`config.mk`:
```
export PLATFORM = sky130hd
export DESIGN_NAME = hrs_sequencer
export DESIGN_NICKNAME = d
export VERILOG_FILES = /design/src/pkg/hrs_pkg.sv /design/src/verilog/hrs_offset_mem.sv /design/src/verilog/hrs_sequencer.sv
export VERILOG_INCLUDE_DIRS = /design/src /design/src/pkg
export SDC_FILE = /design/constraint.sdc
export NUM_CORES = 1
export LEC_CHECK = 0
export BUFFER_PORTS_ARGS = -buffer_cell sky130_fd_sc_hd__buf_2
export CAP_MARGIN = 20
export CORE_ASPECT_RATIO = 1.25
export CORE_MARGIN = 5
export CORE_UTILIZATION = 62
export DETAILED_ROUTE_END_ITERATION = 8
export HOLD_SLACK_MARGIN = 0.12
export PLACE_DENSITY = 0.85
export REMOVE_ABC_BUFFERS = 1
export SKIP_CTS_REPAIR_TIMING = 1
export SLEW_MARGIN = 10
export SYNTH_ARGS = -nofsm -noshare
export SYNTH_HDL_FRONTEND = slang
export SYNTH_HIERARCHICAL = 1
export SYNTH_SLANG_ARGS = --single-unit
```
`constraint.sdc`:
```
create_clock -name clk -period 11.7 [get_ports clk]
set_input_delay 0 -clock clk [delete_from_list [all_inputs] [get_ports clk]]
set_output_delay 0 -clock clk [all_outputs]
set_load 0.005 [all_outputs]
```
`src/pkg/hrs_params.svh`:
```
// Constants of the home return sequencer: offsets, fields, codes, tag and home position
// Function
// - Second methods on default pattern raise 0821 error
// - Absolute high-speed return positions to zero
// - Deviation counter untouched; clear is separate
// - Data set zeroes controller position, not amplifier's
// - Data set stores amplifier position as offset
// - Offset persists; displayed position subtracts it
// - Incremental data set zeroes amplifier position
// - Method, direction, ramps, speeds are configured
// - Busy rises at start, falls at finish
// - Done holds until next operation starts
// - Start and status bits placed by axis number
// - Start accepted with either limit active
// - Limit hit in travel direction reverses travel, except with HRS_M_LIM2, where it stops travel
`ifndef HRS_PARAMS_SVH
`define HRS_PARAMS_SVH

// Register byte addresses
`define HRS_A_CTRL      12'h000
`define HRS_A_STATUS    12'h004
`define HRS_A_CONFIG    12'h008
`define HRS_A_ACCEL     12'h00C
`define HRS_A_DECEL     12'h010
`define HRS_A_TARGET    12'h014
`define HRS_A_CREEP     12'h018
`define HRS_A_ERRCODE   12'h01C
`define HRS_A_CURPOS    12'h020
`define HRS_A_AMPPOS    12'h024
`define HRS_A_IRQ_STAT  12'h028
`define HRS_A_IRQ_MASK  12'h02C
`define HRS_A_OFS_BASE  12'h330
`define HRS_A_OFS_LAST  12'h33F

// Control register fields (start bit sits at the axis number)
`define HRS_CTRL_DEVCLR 8
`define HRS_CTRL_OTHER  9
`define HRS_CTRL_ERRCLR 10
// Status register: busy at axis, done at axis+8, error at axis+16
`define HRS_ST_DONE_OFS 8
`define HRS_ST_ERR_OFS  16
// Config register fields
`define HRS_CFG_METH_HI 3
`define HRS_CFG_DIR     4
`define HRS_CFG_ZERO    5
// Interrupt bits
`define HRS_IRQ_DONE    0
`define HRS_IRQ_ERR     1

// Amplifier input assignment codes
`define HRS_PA_IN2      32'h0081_8181
`define HRS_PA_IN3      32'h0082_8282
`define HRS_PA_IN6      32'h0021_2121
`define HRS_PB_IN2      32'h0000_0000
`define HRS_PB_IN6      32'h0001_0101
`define HRS_PB_IN7      32'h0002_0202
`define HRS_ERR_LATCH   16'h0821

// Offset store tag marks valid content (arbitrary value)
`define HRS_OFS_TAG     32'h5AC3_0001
`define HRS_HOME_POS    32'h0000_0000

`endif

```
`src/pkg/hrs_pkg.sv`:
```
// Types of the home return sequencer
package hrs_pkg;

  // Gray coded along idle-check-search-creep-stop-store-finish
  typedef enum logic [2:0] {
    HRS_IDLE   = 3'h0,
    HRS_CHECK  = 3'h1,
    HRS_SEARCH = 3'h3,
    HRS_CREEP  = 3'h2,
    HRS_STOP   = 3'h6,
    HRS_STORE  = 3'h7,
    HRS_FINISH = 3'h5,
    HRS_RELOAD = 3'h4
  } hrs_state_t;

  typedef enum logic [3:0] {
    HRS_M_DOG1    = 4'h0,
    HRS_M_DOG2    = 4'h1,
    HRS_M_LIM1    = 4'h2,
    HRS_M_LIM2    = 4'h3,
    HRS_M_ZPHASE  = 4'h4,
    HRS_M_DATASET = 4'h5,
    HRS_M_HSABS   = 4'h6
  } hrs_method_t;

endpackage

```
`src/verilog/hrs_offset_mem.sv`:
```
// Offset store: four words, no reset so content outlives a restart
`timescale 1ns/1ps
`default_nettype none
module hrs_offset_mem (
  // Clock
  input  wire logic        clk,
  // Write port
  input  wire logic        we,
  input  wire logic [1:0]  waddr,
  input  wire logic [31:0] wdata,
  // Read port, data registered
  input  wire logic [1:0]  raddr,
  output var  logic [31:0] rdata_r
);

  logic [31:0] mem [0:3];

  // Write and registered read
  always_ff @(posedge clk) begin
    if (we) begin
      mem[waddr] <= wdata;
    end
    rdata_r <= mem[raddr];
  end

endmodule // hrs_offset_mem
`default_nettype wire

```
`src/verilog/hrs_sequencer.sv`:
```
// Home return sequencer for one axis with register port
//
// Local design decisions: the address-and-strobe port and the register offsets.
`timescale 1ns/1ps
`default_nettype none
`include "hrs_params.svh"
module hrs_sequencer
  import hrs_pkg::*;
#(
  parameter int AXIS_NUM = 0
) (
  // Clock and reset
  input  wire logic        clk,
  input  wire logic        rst,
  // Register port
  input  wire logic [11:0] addr,
  input  wire logic [31:0] wdata,
  input  wire logic        wr,
  input  wire logic        rd,
  output var  logic [31:0] rdata_r,
  output var  logic        irq_r,
  // Amplifier inputs
  input  wire logic        forward_overtravel,
  input  wire logic        reverse_overtravel,
  input  wire logic        near_home_switch,
  input  wire logic        home_ref_edge,
  input  wire logic        amp_motion_done,
  input  wire logic [31:0] amp_pos,
  input  wire logic [31:0] amp_input_six_cfg,
  // Amplifier commands
  output var  logic        drive_fwd_r,
  output var  logic        drive_rev_r,
  output var  logic [31:0] drive_speed_r,
  output var  logic [15:0] accel_ms_r,
  output var  logic [15:0] decel_ms_r,
  output var  logic        pos_move_r,
  output var  logic [31:0] pos_target_r,
  output var  logic        amp_zero_r,
  output var  logic        dev_clear_r
);

  // Methods that need the changed input assignment
  function automatic logic needs_pat_b(input hrs_method_t m);
    needs_pat_b = (m == HRS_M_DOG2) || (m == HRS_M_LIM2);
  endfunction

  function automatic logic hit(input logic [11:0] a, input logic [11:0] r);
    hit = (a == r);
  endfunction

  hrs_state_t  state_r, state_nxt;
  hrs_method_t meth_r;
  logic        dir_fwd_r, dir_nxt;
  logic        zero_cfg_r;
  logic [31:0] target_r, creep_r;
  logic        busy_r, done_r, err_r;
  logic [15:0] err_code_r;
  logic [1:0]  irq_stat_r, irq_mask_r;
  logic [31:0] offset_r, cur_pos_r;
  logic [31:0] ofs_w1_r;
  logic [1:0]  st_idx_r;
  logic        reload_pend_r;
  logic        dog_prev_r, ref_prev_r;
  logic [31:0] mem_rdata;
  logic        dir_nxt_q;
  logic        cfg_dir_r;
  logic [1:0]  rd_idx_r;
  logic        tag_ok, tag_seen_r;
  logic        reload_wait_r, reload_w2_r;
  logic [31:0] word0_q;

  // Bus decode
  wire wr_ctrl   = wr && hit(addr, `HRS_A_CTRL);
  wire wr_cfg    = wr && hit(addr, `HRS_A_CONFIG);
  wire start_req = wr_ctrl && wdata[AXIS_NUM];
  // Start while busy or still reloading is ignored, never left pending
  wire accept    = start_req && !busy_r && (state_r != HRS_RELOAD);
  wire other_op  = wr_ctrl && wdata[`HRS_CTRL_OTHER];
  wire err_clr   = wr_ctrl && wdata[`HRS_CTRL_ERRCLR];
  wire ofs_rd    = (addr >= `HRS_A_OFS_BASE) && (addr <= `HRS_A_OFS_LAST);
  wire [1:0] ofs_word = addr[3:2];

  // Edge and reference events
  wire dog_rise  = near_home_switch && !dog_prev_r;
  wire zref_rise = home_ref_edge && !ref_prev_r;
  wire lim_ref   = (meth_r == HRS_M_LIM2) &&
                   (dir_fwd_r ? forward_overtravel : reverse_overtravel);
  wire reverse   = (meth_r != HRS_M_LIM2) &&
                   (dir_fwd_r ? forward_overtravel
                              : reverse_overtravel);
  wire pat_a     = (amp_input_six_cfg == `HRS_PA_IN6);
  wire pat_err   = (state_r == HRS_CHECK) && needs_pat_b(meth_r) &&
                   pat_a;
  wire moving    = (state_r == HRS_SEARCH) || (state_r == HRS_CREEP);

  // Value stored into the offset words
  wire [31:0] store_val = zero_cfg_r ? 32'h0000_0000 : amp_pos;
  wire        mem_we    = (state_r == HRS_STORE);
  wire [31:0] mem_wdata = (st_idx_r == 2'h0) ? store_val :
                          (st_idx_r == 2'h1) ? {32{store_val[31]}} :
                          (st_idx_r == 2'h2) ? 32'h0000_0000 :
                          `HRS_OFS_TAG;

  // Next state
  always_comb begin
    state_nxt = state_r;
    dir_nxt   = dir_fwd_r;
    case (state_r)
      HRS_RELOAD: state_nxt = HRS_IDLE;
      HRS_IDLE: begin
        if (accept) begin
          state_nxt = HRS_CHECK;
        end
      end
      HRS_CHECK: begin
        if (pat_err) begin
          state_nxt = HRS_FINISH;
        end else if (meth_r == HRS_M_DATASET) begin
          state_nxt = HRS_STORE;
        end else if (meth_r == HRS_M_HSABS) begin
          state_nxt = HRS_STOP;
        end else if (meth_r == HRS_M_ZPHASE) begin
          state_nxt = HRS_CREEP;
        end else begin
          state_nxt = HRS_SEARCH;
        end
      end
      HRS_SEARCH: begin
        if (reverse) begin
          dir_nxt = !dir_fwd_r;
        end
        if (lim_ref || (meth_r == HRS_M_DOG2 && dog_rise)) begin
          state_nxt = HRS_STOP;
        end else if (meth_r == HRS_M_DOG1 && dog_rise) begin
          state_nxt = HRS_CREEP;
        end else if (meth_r == HRS_M_LIM1 && reverse) begin
          state_nxt = HRS_CREEP;
        end
      end
      HRS_CREEP: begin
        if (reverse) begin
          dir_nxt = !dir_fwd_r;
        end
        if (zref_rise) begin
          state_nxt = HRS_STOP;
        end
      end
      HRS_STOP: begin
        if (amp_motion_done) begin
          state_nxt = HRS_FINISH;
        end
      end
      HRS_STORE: begin
        if (st_idx_r == 2'h3) begin
          state_nxt = HRS_FINISH;
        end
      end
      HRS_FINISH: state_nxt = HRS_IDLE;
      default:    state_nxt = HRS_IDLE;
    endcase
  end

  wire moving_nxt = (state_nxt == HRS_SEARCH) || (state_nxt == HRS_CREEP);
  // Direction that applies next cycle, start takes the configured one
  assign dir_nxt_q = accept ? cfg_dir_r : dir_nxt;

  // Sequencer state; reset lands in reload to recover the offset
  always_ff @(posedge clk) begin
    if (rst) begin
      state_r    <= HRS_RELOAD;
      dir_fwd_r  <= 1'b0;
      st_idx_r   <= 2'h0;
      dog_prev_r <= 1'b0;
      ref_prev_r <= 1'b0;
    end else begin
      state_r    <= state_nxt;
      dir_fwd_r  <= dir_nxt_q;
      st_idx_r   <= mem_we ? st_idx_r + 2'h1 : 2'h0;
      dog_prev_r <= near_home_switch;
      ref_prev_r <= home_ref_edge;
    end
  end

  // Configuration registers
  always_ff @(posedge clk) begin
    if (rst) begin
      meth_r     <= HRS_M_DOG1;
      cfg_dir_r  <= 1'b0;
      zero_cfg_r <= 1'b0;
      accel_ms_r <= 16'h0000;
      decel_ms_r <= 16'h0000;
      target_r   <= 32'h0000_0000;
      creep_r    <= 32'h0000_0000;
      irq_mask_r <= 2'h0;
    end else if (wr && !busy_r) begin
      if (wr_cfg) begin
        meth_r     <= hrs_method_t'(wdata[`HRS_CFG_METH_HI:0]);
        cfg_dir_r  <= wdata[`HRS_CFG_DIR];
        zero_cfg_r <= wdata[`HRS_CFG_ZERO];
      end
      if (hit(addr, `HRS_A_ACCEL))    accel_ms_r <= wdata[15:0];
      if (hit(addr, `HRS_A_DECEL))    decel_ms_r <= wdata[15:0];
      if (hit(addr, `HRS_A_TARGET))   target_r   <= wdata;
      if (hit(addr, `HRS_A_CREEP))    creep_r    <= wdata;
      if (hit(addr, `HRS_A_IRQ_MASK)) irq_mask_r <= wdata[1:0];
    end
  end

  // Busy, done and error flags
  always_ff @(posedge clk) begin
    if (rst) begin
      busy_r     <= 1'b0;
      done_r     <= 1'b0;
      err_r      <= 1'b0;
      err_code_r <= 16'h0000;
    end else begin
      if (accept) begin
        busy_r <= 1'b1;
      end else if (state_r == HRS_FINISH) begin
        busy_r <= 1'b0;
      end
      if (state_r == HRS_FINISH && !err_r) begin
        done_r <= 1'b1;
      end else if (accept || other_op) begin
        done_r <= 1'b0;
      end
      if (pat_err) begin
        err_r      <= 1'b1;
        err_code_r <= `HRS_ERR_LATCH;
      end else if (err_clr) begin
        err_r      <= 1'b0;
        err_code_r <= 16'h0000;
      end
    end
  end

  // Drive commands; deviation counter only cleared on its own request
  always_ff @(posedge clk) begin
    if (rst) begin
      drive_fwd_r   <= 1'b0;
      drive_rev_r   <= 1'b0;
      drive_speed_r <= 32'h0000_0000;
      pos_move_r    <= 1'b0;
      pos_target_r  <= `HRS_HOME_POS;
      amp_zero_r    <= 1'b0;
      dev_clear_r   <= 1'b0;
    end else begin
      drive_fwd_r   <= moving_nxt && dir_nxt_q;
      drive_rev_r   <= moving_nxt && !dir_nxt_q;
      drive_speed_r <= (state_nxt == HRS_SEARCH) ? target_r : creep_r;
      pos_move_r    <= (state_r == HRS_CHECK) && !pat_err &&
                       (meth_r == HRS_M_HSABS);
      pos_target_r  <= `HRS_HOME_POS;
      amp_zero_r    <= (state_r == HRS_CHECK) && zero_cfg_r &&
                       (meth_r == HRS_M_DATASET);
      dev_clear_r   <= wr_ctrl && wdata[`HRS_CTRL_DEVCLR];
    end
  end

  // Offset shadow and displayed position
  always_ff @(posedge clk) begin
    if (rst) begin
      reload_pend_r <= 1'b0;
      offset_r      <= 32'h0000_0000;
      ofs_w1_r      <= 32'h0000_0000;
      cur_pos_r     <= 32'h0000_0000;
    end else begin
      reload_pend_r <= (state_r == HRS_RELOAD);
      if (reload_pend_r) begin
        offset_r <= 32'h0000_0000; // Word 0 fetched below
      end
      if (mem_we && st_idx_r == 2'h0) begin
        offset_r <= store_val;
      end else if (mem_we && st_idx_r == 2'h1) begin
        ofs_w1_r <= mem_wdata;
      end else if (tag_ok) begin
        offset_r <= word0_q;
      end
      cur_pos_r <= amp_pos - offset_r;
    end
  end

  // Reload walks word 3 (tag) then word 0; untagged store means zero
  // Word 0 leaves the registered read one cycle after its address
  assign word0_q = mem_rdata;
  assign tag_ok  = tag_seen_r && reload_w2_r;
  always_ff @(posedge clk) begin
    if (rst) begin
      rd_idx_r      <= 2'h3;
      tag_seen_r    <= 1'b0;
      reload_wait_r <= 1'b0;
      reload_w2_r   <= 1'b0;
    end else begin
      reload_wait_r <= reload_pend_r;
      reload_w2_r   <= reload_wait_r;
      if (state_r == HRS_RELOAD) begin
        rd_idx_r <= 2'h3;
      end else if (reload_pend_r) begin
        tag_seen_r <= (mem_rdata == `HRS_OFS_TAG);
        rd_idx_r   <= 2'h0;
      end
    end
  end

  hrs_offset_mem u_mem (
    .clk     (clk),
    .we      (mem_we),
    .waddr   (st_idx_r),
    .wdata   (mem_wdata),
    .raddr   (rd_idx_r),
    .rdata_r (mem_rdata)
  );

  // Interrupt status: set wins over write-one-clear
  wire [1:0] irq_set = {pat_err, (state_r == HRS_FINISH) && !err_r};
  wire [1:0] irq_clr = (wr && hit(addr, `HRS_A_IRQ_STAT)) ? wdata[1:0]
                                                          : 2'h0;
  always_ff @(posedge clk) begin
    if (rst) begin
      irq_stat_r <= 2'h0;
      irq_r      <= 1'b0;
    end else begin
      irq_stat_r <= (irq_stat_r & ~irq_clr) | irq_set;
      irq_r      <= |(((irq_stat_r & ~irq_clr) | irq_set) & irq_mask_r);
    end
  end

  // Read mux; status bits placed by axis number
  logic [31:0] status_w, rd_mux;
  always_comb begin
    status_w = 32'h0000_0000;
    status_w[AXIS_NUM] = busy_r;
    status_w[AXIS_NUM + `HRS_ST_DONE_OFS] = done_r;
    status_w[AXIS_NUM + `HRS_ST_ERR_OFS]  = err_r;
  end
  assign rd_mux =
    ofs_rd ? ((ofs_word == 2'h0) ? offset_r :
              (ofs_word == 2'h1) ? ofs_w1_r :
              (ofs_word == 2'h3) ? `HRS_OFS_TAG : 32'h0000_0000) :
    hit(addr, `HRS_A_STATUS)   ? status_w :
    hit(addr, `HRS_A_CONFIG)   ? {26'h0, zero_cfg_r, cfg_dir_r, meth_r} :
    hit(addr, `HRS_A_ACCEL)    ? {16'h0, accel_ms_r} :
    hit(addr, `HRS_A_DECEL)    ? {16'h0, decel_ms_r} :
    hit(addr, `HRS_A_TARGET)   ? target_r :
    hit(addr, `HRS_A_CREEP)    ? creep_r :
    hit(addr, `HRS_A_ERRCODE)  ? {16'h0, err_code_r} :
    hit(addr, `HRS_A_CURPOS)   ? cur_pos_r :
    hit(addr, `HRS_A_AMPPOS)   ? amp_pos :
    hit(addr, `HRS_A_IRQ_STAT) ? {30'h0, irq_stat_r} :
    hit(addr, `HRS_A_IRQ_MASK) ? {30'h0, irq_mask_r} : 32'h0000_0000;

  // Read data valid only in the cycle after the strobe
  always_ff @(posedge clk) begin
    if (rst) begin
      rdata_r <= 32'h0000_0000;
    end else begin
      rdata_r <= rd ? rd_mux : 32'h0000_0000;
    end
  end
endmodule // hrs_sequencer
`default_nettype wire

```
## Word level (Yosys, flattened, before mapping)

Memories as Yosys holds them, arrays and structs flattened. A register that Yosys moved wholly into a read port is not among the register bits.
Cells that the tools add are included.

- Add/sub/neg operators: 2
- Order comparisons: 2
- Equality and inequality tests: 35
- Multiplexer cells: 51
- Bitwise logic cells: 8
- Reductions and logical operators: 63

Operators by type and width:

| cell | number |
|---|---|
| 32-bit two-way mux | 20 |
| 31-bit two-way mux | 2 |
| 12-bit by 5-bit equality test with 1-bit output, second input constant | 4 |
| 12-bit by 6-bit equality test with 1-bit output, second input constant | 4 |
| 32-bit by 22-bit equality test with 1-bit output, second input constant | 1 |
| 32-bit by 31-bit equality test with 1-bit output, second input constant | 1 |
| 32-bit subtractor | 1 |
| 1-bit logical AND | 30 |
| 3-bit two-way mux | 10 |
| 12-bit by 4-bit equality test with 1-bit output, second input constant | 2 |
| 12-bit two-way mux | 2 |
| 3-bit case mux with 7 select lines | 1 |
| 2-bit AND reduction | 8 |
| 1-bit two-way mux | 13 |
| 12-bit by 3-bit equality test with 1-bit output, second input constant | 1 |
| 3-bit by 2-bit equality test with 1-bit output, second input constant | 4 |
| 3-bit equality test, second input constant | 4 |
| 4-bit by 3-bit equality test with 1-bit output, second input constant | 3 |
| 12-bit by 10-bit >= comparator with 1-bit output, second input constant | 1 |
| 12-bit by 10-bit less-or-equal comparator with 1-bit output, second input constant | 1 |
| 12-bit zero test | 1 |
| 2-bit OR reduction | 6 |
| 4-bit by 2-bit equality test with 1-bit output, second input constant | 2 |
| 1-bit zero test | 7 |
| 17 further kinds | 32 |

- Flip-flop bits (word level): 292
- RAM bits: 128
- Memories: 1

Memory list:

| memory | depth | bits a word | read ports | clocked after Yosys merged registers in | wr ports | RTL line | source |
|---|---|---|---|---|---|---|---|
| u_mem.mem | 4 | 32 | 1 | 1 | 1 | hrs_offset_mem.sv:16 | `logic [31:0] mem [0:3];` |

## Depth between registers and ports, before layout

Gate-level depths: netlist of the first run.

- Word-level depth: 13
- Gate-level depth with buffers: 11
- Mapped depth without buffers: 11

## Cells and area by module

The synthesis of the first run kept the hierarchy.

Modules (own cells, without submodules):

| module | times used | cells an instance | area each (um^2) | seq. area each (um^2) |
|---|---|---|---|---|
| hrs_sequencer | 1 | 1,694 | 13,694.4 | 5,765.5 |
| hrs_offset_mem | 1 | 203 | 5,330.1 | 4,484.3 |

## Worst setup path after synthesis of the first run

Ideal clock, no wire load.

- Path type: register to register
- Start: register state_r[2]
- End: memory u_mem.mem[0][0], enable pin
- Setup time: 0.468 ns
- Data arrival time: 3.267 ns
- Data required time: 11.232 ns
- Slack: 7.965 ns
- Stages on the path, launching flop included: 5
- Buffers on the path: 1
- Period minus slack after synthesis: 3.735 ns
- Cells stage by stage: dfxtp_1 > clkbuf_1 > nand3_1 > inv_1 > nor3b_1

- Longest elaborated chain between the ends: 3

RTL lines:

| item | RTL line | source |
|---|---|---|
| start, declared | hrs_sequencer.sv:51 | `hrs_state_t state_r, state_nxt;` |
| start signal, assigned | hrs_sequencer.sv:176 | `state_r <= state_nxt;` |
| 3-bit equality test | hrs_sequencer.sv:98 | `wire mem_we = (state_r == HRS_STORE);` |
| named net mem_we | hrs_sequencer.sv:98 |  |
| 1-bit two-way mux | hrs_offset_mem.sv:20 | `if (we) begin` |
| 1-bit two-way mux (not written as such) | hrs_offset_mem.sv:21 | `mem[waddr] <= wdata;` |
| end, declared | hrs_offset_mem.sv:16 |  |

The timed path passes the listed nets, and every way through them passes these cells.

## Worst setup path after layout of the first run

- Start: input addr[2]
- End: register target_r[27]

- Longest elaborated chain between the ends: 2

RTL lines:

| item | RTL line | source |
|---|---|---|
| start, declared | hrs_sequencer.sv:16 | `input wire logic [11:0] addr,` |
| 12-bit by 5-bit equality test with 1-bit output | hrs_sequencer.sv:48 | `hit = (a == r);` |
| 2-bit AND reduction (no source line) | - |  |
| end signal, assigned | hrs_sequencer.sv:203 | `` if (hit(addr, `HRS_A_TARGET)) target_r <= wdata; `` |
| end, declared | hrs_sequencer.sv:55 | `logic [31:0] target_r, creep_r;` |

No other way between the ends.
A chain may end at the register's enable or synchronous reset.

==> results of run 1 <==
cells by family (layout without fill, tap and decap cells):
group / after synthesis / in the layout
AND/OR/NAND/NOR: 621 / 621
buffers and inverters: 205 / 459
other: 1 / 32
flip-flops: 448 / 448
XOR/XNOR: 25 / 25
AO/OA/AOI/OAI: 480 / 480
adder cells (fa/ha/maj): 35 / 35
multiplexers: 82 / 82
worst reg2reg max path, delay by kind of cell, from the launching register on:
family / cells / cell delay (ns)
DFF: 1 / 0.47
AOI/OAI and AO/OA: 7 / 2.08
buffers and inverters: 2 / 0.35
and+or+nand+nor: 1 / 0.14
adders and majority gates: 1 / 0.28
registers in the layout, indices dropped and copies added, names as in the netlist, 3 cells and up:
signal         flops
decel_ms_r        16
meth_r             4
accel_ms_r        16
offset_r          32
cur_pos_r         32
rdata_r           32
u_mem/rdata_r     32
ofs_w1_r          32
creep_r           32
target_r          32
state_r            3
u_mem/mem        128
drive_speed_r     32
cells in the mapped netlist, types with 38 or more instances:
| master | count |
|---|---|
| sky130_fd_sc_hd__nor3_1 | 46 |
| sky130_fd_sc_hd__mux2i_1 | 42 |
| sky130_fd_sc_hd__a21oi_1 | 188 |
| sky130_fd_sc_hd__nor2_1 | 186 |
| sky130_fd_sc_hd__dfxtp_1 | 320 |
| sky130_fd_sc_hd__inv_1 | 50 |
| sky130_fd_sc_hd__clkbuf_1 | 99 |
| sky130_fd_sc_hd__a31oi_1 | 56 |
| sky130_fd_sc_hd__edfxtp_1 | 128 |
| sky130_fd_sc_hd__a22oi_1 | 38 |
| sky130_fd_sc_hd__nand2_1 | 268 |
| sky130_fd_sc_hd__o21ai_0 | 42 |
stage by stage:
stage          hold WS (ns)  worst slack (ns)  cells  area, um^2  power (W)
3_3_place_gp          0.226              8.35   2421       20200    0.00180
3_5_place_dp          0.250              8.26   2422       20200    0.00181
5_1_grt               0.120              8.09   2583       22400    0.00318
4_1_cts              -0.317              8.23   2496       21500    0.00308
6_report             0.0793              8.19   2583       22400    0.00310
2_1_floorplan        0.0667              7.69   1774       18300    0.00173
power breakdown:
group          internal (W)  switching, W  total, W
Sequential          0.00161     0.0000111   0.00162
Combinational     0.0000734      0.000106  0.000179
Clock              0.000739      0.000560   0.00130
how the worst max path moves through the flow:
stage,start,to,cells after the start
after floorplan,addr[7],drive_speed_r[0]$_SDFF_PP0_,8
after global placement,offset_r[1]$_SDFF_PP0_,cur_pos_r[31]$_SDFF_PP0_,11
after detailed placement,offset_r[1]$_SDFF_PP0_,cur_pos_r[21]$_SDFF_PP0_,11
after CTS,offset_r[1]$_SDFF_PP0_,cur_pos_r[21]$_SDFF_PP0_,11
after global routing,offset_r[1]$_SDFF_PP0_,cur_pos_r[21]$_SDFF_PP0_,11
final,addr[2],target_r[27]$_SDFFE_PP0P_,9
area by class of cell:
cell class / count / area, um^2 / share of cell area
Clock inverter: 6 / 58.8 / 0.00263
Timing Repair Buffer: 334 / 2230 / 0.0996
Clock buffer: 68 / 1230 / 0.0549
Multi-Input combinational cell: 1275 / 7930 / 0.354
Sequential cell: 448 / 10300 / 0.458
Inverter: 51 / 191 / 0.00855
Tap cell: 401 / 502 / 0.0224
routing by layer:
metal	wire length, um	up-vias
li1	-	7248
met1	20900	7590
met2	26600	1048
met3	6080	212
met4	2920	0
met5	0	-
==> flow_metrics.env, run 1 <==
export IMPL_critical_path_top_delay_family="buffers and inverters"
export IMPL_final_ant_viol_nets=0
export IMPL_cp_num_buf_inv=4
export IMPL_clk_transition_reported_paths_ns=0.06
export IMPL_synth_edff_count=128
export IMPL_die_h_um=206
export IMPL_globalRouteMet3Util=0.0600
export IMPL_io_buffers=218
export IMPL_critPathMostFrequentCell="sky130_fd_sc_hd__buf_4"
export IMPL_floorplan_die_area_mm2=0.0343
export IMPL_global_route_usage_met2=0.511
export IMPL_most_common_layout_cells="319 x sky130_fd_sc_hd__dfxtp_1, 268 x sky130_fd_sc_hd__nand2_1, 217 x sky130_fd_sc_hd__buf_2"
export IMPL_finalHoldViolations=0
export IMPL_fillerInstances=1986
export IMPL_maximum_capacitance_violations=0
export IMPL_met1_usage=0.394
export IMPL_synthesis_area_mm2=0.0190
export IMPL_dieWidth_um=167
export IMPL_period_share=0.300
export IMPL_row_count=71
export IMPL_detail_route_first_pass_iterations=9
export IMPL_setup_reg_to_reg_worst_slack_ns=8.23
export IMPL_element_type_at_the_critical_path_start="primary input"
export IMPL_grt_busiest_layer="met2"
export IMPL_post_synth_mux_area_share=0.0651
export IMPL_violations="design-rule violations"
export IMPL_main_combinational_cell_family_by_area_after_synthesis="compound AO/OA/AOI/OAI gates"
export IMPL_via_per_inst=6.23
export IMPL_final_layout_size_suffix_gt1_frac=0.167
export IMPL_report_final_setup_viol=0
export IMPL_reg2reg_end="cur_pos_r[21]$_SDFF_PP0_"
export IMPL_global_route_overflow_total=0
export IMPL_routed_wl_um=56500
export IMPL_route_detailed_wl_per_inst_um=21.9
export IMPL_initial_utilization=0.630
export IMPL_grt_max_degree=118
export IMPL_critPathArrivalTime_ns=4.00
export IMPL_postSynthAreaPerCell_um2=10.0
export IMPL_max_slew_violation_total_from_the_final_report=0
export IMPL_run_status="finished with violations"
export IMPL_postSynth_topFlopCell="sky130_fd_sc_hd__dfxtp_1"
export IMPL_clock_tree_from_tritoncts="built"
export IMPL_destination_of_the_worst_hold_path="creep_r[21]$_SDFFE_PP0P_"
export IMPL_most_common_cell_after_layout_fill_and_taps_aside="sky130_fd_sc_hd__dfxtp_1"
export IMPL_areaGrowthSynthToFinish_pct=17.7
export IMPL_grt_pass1_wl_um=83900
export IMPL_placer_s_final_routability_congestion_estimate=0.974
export IMPL_synth_simple_area_share=0.146
export IMPL_synth_fa_ha_area_frac=0.0234
export IMPL_synth_compound_area_frac=0.162
export IMPL_clock_sinks=448
export IMPL_reg2reg_from="offset_r[1]$_SDFF_PP0_"
export IMPL_ff2ff_path_depth=11
export IMPL_totalNegativeSetupSlack_ns=0
export IMPL_n_antenna_cell=0
export IMPL_power_ir_vdd_worst_uv=102
export IMPL_worst_hold_path_type="in2reg"
export IMPL_clk_insertion_delay_late_ns=0.55
export IMPL_critPathMaxFanout=33
export IMPL_fmax_mhz=285
export IMPL_async_flop_share=0
export IMPL_p_leak_nw=8.53
export IMPL_path_cells="buf_2, buf_4, nand2b_1, or3_1, nor2_2, buf_4, nand2_1, a21oi_1, dlygate4sd3_1"
export IMPL_crit_required_ns=12.19
export IMPL_timing_hold_worst_path_depth=6
export IMPL_ys_seq_area_frac=0.539
export IMPL_pwr_density_cell_mw_per_mm2=138
export IMPL_cts_root_buf="sky130_fd_sc_hd__clkbuf_16"
export IMPL_grt_pass1_vias=15000
export IMPL_type_of_the_worst_setup_path="in2reg"
export IMPL_cts_buffer_depth=3
export IMPL_synth_cells=1897
export IMPL_worst_setup_path_end_kind="flop"
export IMPL_synthDominantAreaCellType="sky130_fd_sc_hd__dfxtp_1"
export IMPL_max_slew_margin=0.368
export IMPL_max_slew_worst_pin_slew_ns=0.948
export IMPL_hpwl_um=37500
export IMPL_synthDistinctLibCells=68
export IMPL_cts_max_level=2
export IMPL_floorplan_core_area_mm2=0.0302
export IMPL_globalRouteTotalUtil=0.308
export IMPL_synth_warnings=6
export IMPL_synth_xor_xnor_area_share=0.0115
export IMPL_postLayoutCoreUtil=0.742
export IMPL_pin_count=251
export IMPL_nets=2304
export IMPL_timing_hold_worst_start="addr[9]"
export IMPL_synth_top_cells_by_area="sky130_fd_sc_hd__dfxtp_1 34%, sky130_fd_sc_hd__edfxtp_1 20%, sky130_fd_sc_hd__nand2_1 5.3%"
export IMPL_rsz0062_at_grt="false"
export IMPL_vias=16100
export IMPL_crit_path_max_incr_delay_ns=0.68
export IMPL_worst_path_max_delay_cell="sky130_fd_sc_hd__or3_1"
export IMPL_synth_ff_latch_count=448
export IMPL_skew_ns=0.0282
export IMPL_cts_buffers_inserted=42
export IMPL_antenna_found_initial=0
export IMPL_netlist_area_leader_share=0.337
export IMPL_layout_min_cycle_time_ns=3.51
export IMPL_route_detailed_drc=7
export IMPL_drt_iter0_markers=2118
Power figures use the tool's default switching activity.
==> run 2: changes to the inputs <==
ABC_AREA = 1   (was not set)
CORE_UTILIZATION = 53   (was 62)
PLACE_DENSITY = 0.76   (was 0.85)
clock period = 2.9 ns   (was 11.7 ns; I/O delays follow)
==> flow_metrics.env, run 2 <==
export IMPL_rsz0062_at_grt="false"
export IMPL_timing_hold_worst_path_depth=8
export IMPL_pwr_density_cell_mw_per_mm2=547
export IMPL_final_layout_size_suffix_gt1_frac=0.126
export IMPL_synthDominantAreaCellType="sky130_fd_sc_hd__dfxtp_1"
export IMPL_global_route_usage_met2=0.481
export IMPL_final_ant_viol_nets=0
export IMPL_ff2ff_path_depth=11
export IMPL_max_slew_margin=0.376
export IMPL_synth_warnings=6
export IMPL_floorplan_core_area_mm2=0.0399
export IMPL_synthesis_area_mm2=0.0213
export IMPL_ys_seq_area_frac=0.481
export IMPL_clock_sinks=448
export IMPL_hpwl_um=47100
export IMPL_vias=20200
export IMPL_report_final_setup_viol=0
export IMPL_p_leak_nw=11.2
export IMPL_route_detailed_wl_per_inst_um=18.8
export IMPL_netlist_area_leader_share=0.301
export IMPL_nets=3193
export IMPL_cts_buffer_depth=3
export IMPL_synth_cells=2784
export IMPL_critPathArrivalTime_ns=3.11
export IMPL_post_route_worst_setup_slack_ns=0.276
export IMPL_synth_ff_latch_count=448
export IMPL_totalNegativeSetupSlack_ns=0
export IMPL_path_cells="dlygate4sd3_1, buf_2, nor2_4, dlygate4sd3_1, nand3_4, nor3_2, o21ai_1, clkinv_1, nand2_1, nor2_4, buf_4, nor2_1, nor2_1"
export IMPL_critical_path_top_delay_family="buffers and inverters"
export IMPL_type_of_the_worst_setup_path="in2reg"
export IMPL_die_h_um=234
export IMPL_max_slew_worst_pin_slew_ns=0.935
export IMPL_postSynthAreaPerCell_um2=7.65
export IMPL_finalHoldViolations=0
export IMPL_cts_max_level=2
export IMPL_detailed_place_area_mm2=0.0227
export IMPL_postLayoutCoreUtil=0.628
export IMPL_clk_transition_reported_paths_ns=0.06
export IMPL_via_per_inst=5.64
export IMPL_cp_num_buf_inv=5
export IMPL_dieWidth_um=189
export IMPL_worst_setup_path_end_kind="flop"
export IMPL_grt_max_degree=124
export IMPL_globalRouteMet3Util=0.0380
export IMPL_drt_iter0_markers=2117
export IMPL_postSynth_topFlopCell="sky130_fd_sc_hd__dfxtp_1"
export IMPL_placer_s_final_routability_congestion_estimate=0.992
export IMPL_synth_cells_most_frequent="471 x sky130_fd_sc_hd__inv_1, 426 x sky130_fd_sc_hd__nand2_1, 320 x sky130_fd_sc_hd__dfxtp_1"
export IMPL_grt_pass1_wl_um=101000
export IMPL_skew_ns=0.0202
export IMPL_areaGrowthSynthToFinish_pct=17.6
export IMPL_synth_edff_count=128
export IMPL_worst_hold_path_type="in2reg"
export IMPL_period_share=0.905
export IMPL_worst_path_max_delay_cell="sky130_fd_sc_hd__dlygate4sd3_1"
export IMPL_most_common_layout_cells="470 x sky130_fd_sc_hd__inv_1, 426 x sky130_fd_sc_hd__nand2_1, 319 x sky130_fd_sc_hd__dfxtp_1"
export IMPL_largest_register_ff_count=128
export IMPL_fillerInstances=3332
export IMPL_clock_tree_from_tritoncts="built"
export IMPL_critical_path_depth=13
export IMPL_dp_slack_ns=0.470
export IMPL_pin_count=251
export IMPL_element_type_at_the_critical_path_start="primary input"
export IMPL_number_of_cells_in_the_finished_layout_apart_from_fillers=3578
export IMPL_layout_cell_area_non_filler_mm2=0.0251
export IMPL_synthDistinctLibCells=50
export IMPL_maximum_capacitance_violations=0
export IMPL_fmax_mhz=381
export IMPL_most_common_cell_after_layout_fill_and_taps_aside="sky130_fd_sc_hd__inv_1"
export IMPL_crit_required_ns=3.38
export IMPL_power_ir_vdd_worst_uv=623
export IMPL_yosys_cell_count_top_type="sky130_fd_sc_hd__inv_1"
export IMPL_row_count=82
export IMPL_regMostFlops="u_mem/mem"
export IMPL_floorplan_die_area_mm2=0.0443
export IMPL_cells_after_dpl=3410
export IMPL_crit_path_max_incr_delay_ns=0.65
export IMPL_antenna_found_initial=2
export IMPL_global_route_overflow_total=0
export IMPL_detail_route_first_pass_iterations=6
export IMPL_async_flop_share=0
export IMPL_max_slew_violation_total_from_the_final_report=0
export IMPL_globalRouteTotalUtil=0.283
export IMPL_cts_root_buf="sky130_fd_sc_hd__clkbuf_16"
export IMPL_grt_pass1_vias=18800
export IMPL_clk_insertion_delay_late_ns=0.57
export IMPL_route_detailed_drc=0
export IMPL_run_status="finished, final reports clean"
export IMPL_layout_min_cycle_time_ns=2.62
export IMPL_critPathMaxFanout=32
export IMPL_met1_usage=0.363
export IMPL_cts_buffers_inserted=44
export IMPL_initial_utilization=0.534
export IMPL_io_buffers=218
export IMPL_routed_wl_um=67300
export IMPL_grt_busiest_layer="met2"
export IMPL_synth_top_cells_by_area="sky130_fd_sc_hd__dfxtp_1 30%, sky130_fd_sc_hd__edfxtp_1 18%, sky130_fd_sc_hd__inv_1 8.3%"
==> run 2: changes by cell type after synthesis, moves of 38 or more <==
cell                       change
sky130_fd_sc_hd__o21ai_0     +159
sky130_fd_sc_hd__a211oi_1     +52
sky130_fd_sc_hd__nand3_1     +173
sky130_fd_sc_hd__a31oi_1      -54
sky130_fd_sc_hd__nor2_1       +86
sky130_fd_sc_hd__a21oi_1     +111
sky130_fd_sc_hd__a22oi_1      -38
sky130_fd_sc_hd__inv_1       +421
sky130_fd_sc_hd__mux2i_1      -42
sky130_fd_sc_hd__nand2_1     +158
==> run 2: cell families (layout without fill, tap and decap cells) <==
logic type	after synthesis	in the layout	synth area share
DFF	448	448	0.481
buffers and inverters	659	917	0.128
AOI/OAI and AO/OA	664	664	0.173
xor gates and xnor gates	4	4	0.00164
adders and majority gates	35	35	0.0209
other	1	33	0.000176
and+or+nand+nor	973	973	0.195
==> run 2: cell type report <==
class	count	area (um^2)	share of cell area
Antenna cell	1	2.50	0.0000999
Multi-Input combinational cell	1708	8490	0.339
Tap cell	504	631	0.0252
Clock buffer	55	1190	0.0476
Timing Repair Buffer	348	2350	0.0939
Clock inverter	23	292	0.0116
Inverter	491	1850	0.0737
Sequential cell	448	10300	0.409
==> run 2: worst min-delay path: stages <==
cell and delay [ns]:
sky130_fd_sc_hd__buf_2 0.10, sky130_fd_sc_hd__nor2_1 0.06, sky130_fd_sc_hd__nand2_1 0.10, sky130_fd_sc_hd__nor4_1 0.06
sky130_fd_sc_hd__o211ai_1 0.09, sky130_fd_sc_hd__nand3_1 0.08, sky130_fd_sc_hd__nand2_1 0.06, sky130_fd_sc_hd__inv_1 0.03
==> run 2: final timing paths <==
kind,startpoint,end,slack [ns]
setup reg to reg,state_r[1]$_SDFF_PP0_,drive_speed_r[15]$_SDFF_PP0_,0.31
hold reg to reg,reload_wait_r$_SDFF_PP0_,reload_w2_r$_SDFF_PP0_,0.41
setup / recovery,addr[1],drive_speed_r[15]$_SDFF_PP0_,0.28
hold / removal,addr[6],rdata_r[0]$_SDFF_PP0_,0.06
==> run 2: routing by layer <==
metal | part of all wire | routed length [um]
met5 | 0 | 0
met4 | 0.046 | 3110
met3 | 0.083 | 5560
met2 | 0.48 | 32000
met1 | 0.39 | 26600
==> run 2: stage by stage <==
step | hold slack, ns | power (W)
after floorplan | 0.0667 | 0.00731
after global placement | 0.217 | 0.00775
after detailed placement | 0.224 | 0.00777
after CTS | -0.358 | 0.0137
after global routing | 0.127 | 0.0141
final | 0.0588 | 0.0137
==> run 2: report_power, final <==
part	switching [W]	internal, W
clock	0.00248	0.00347
sequential	0.0000593	0.00655
combinational	0.000761	0.000394
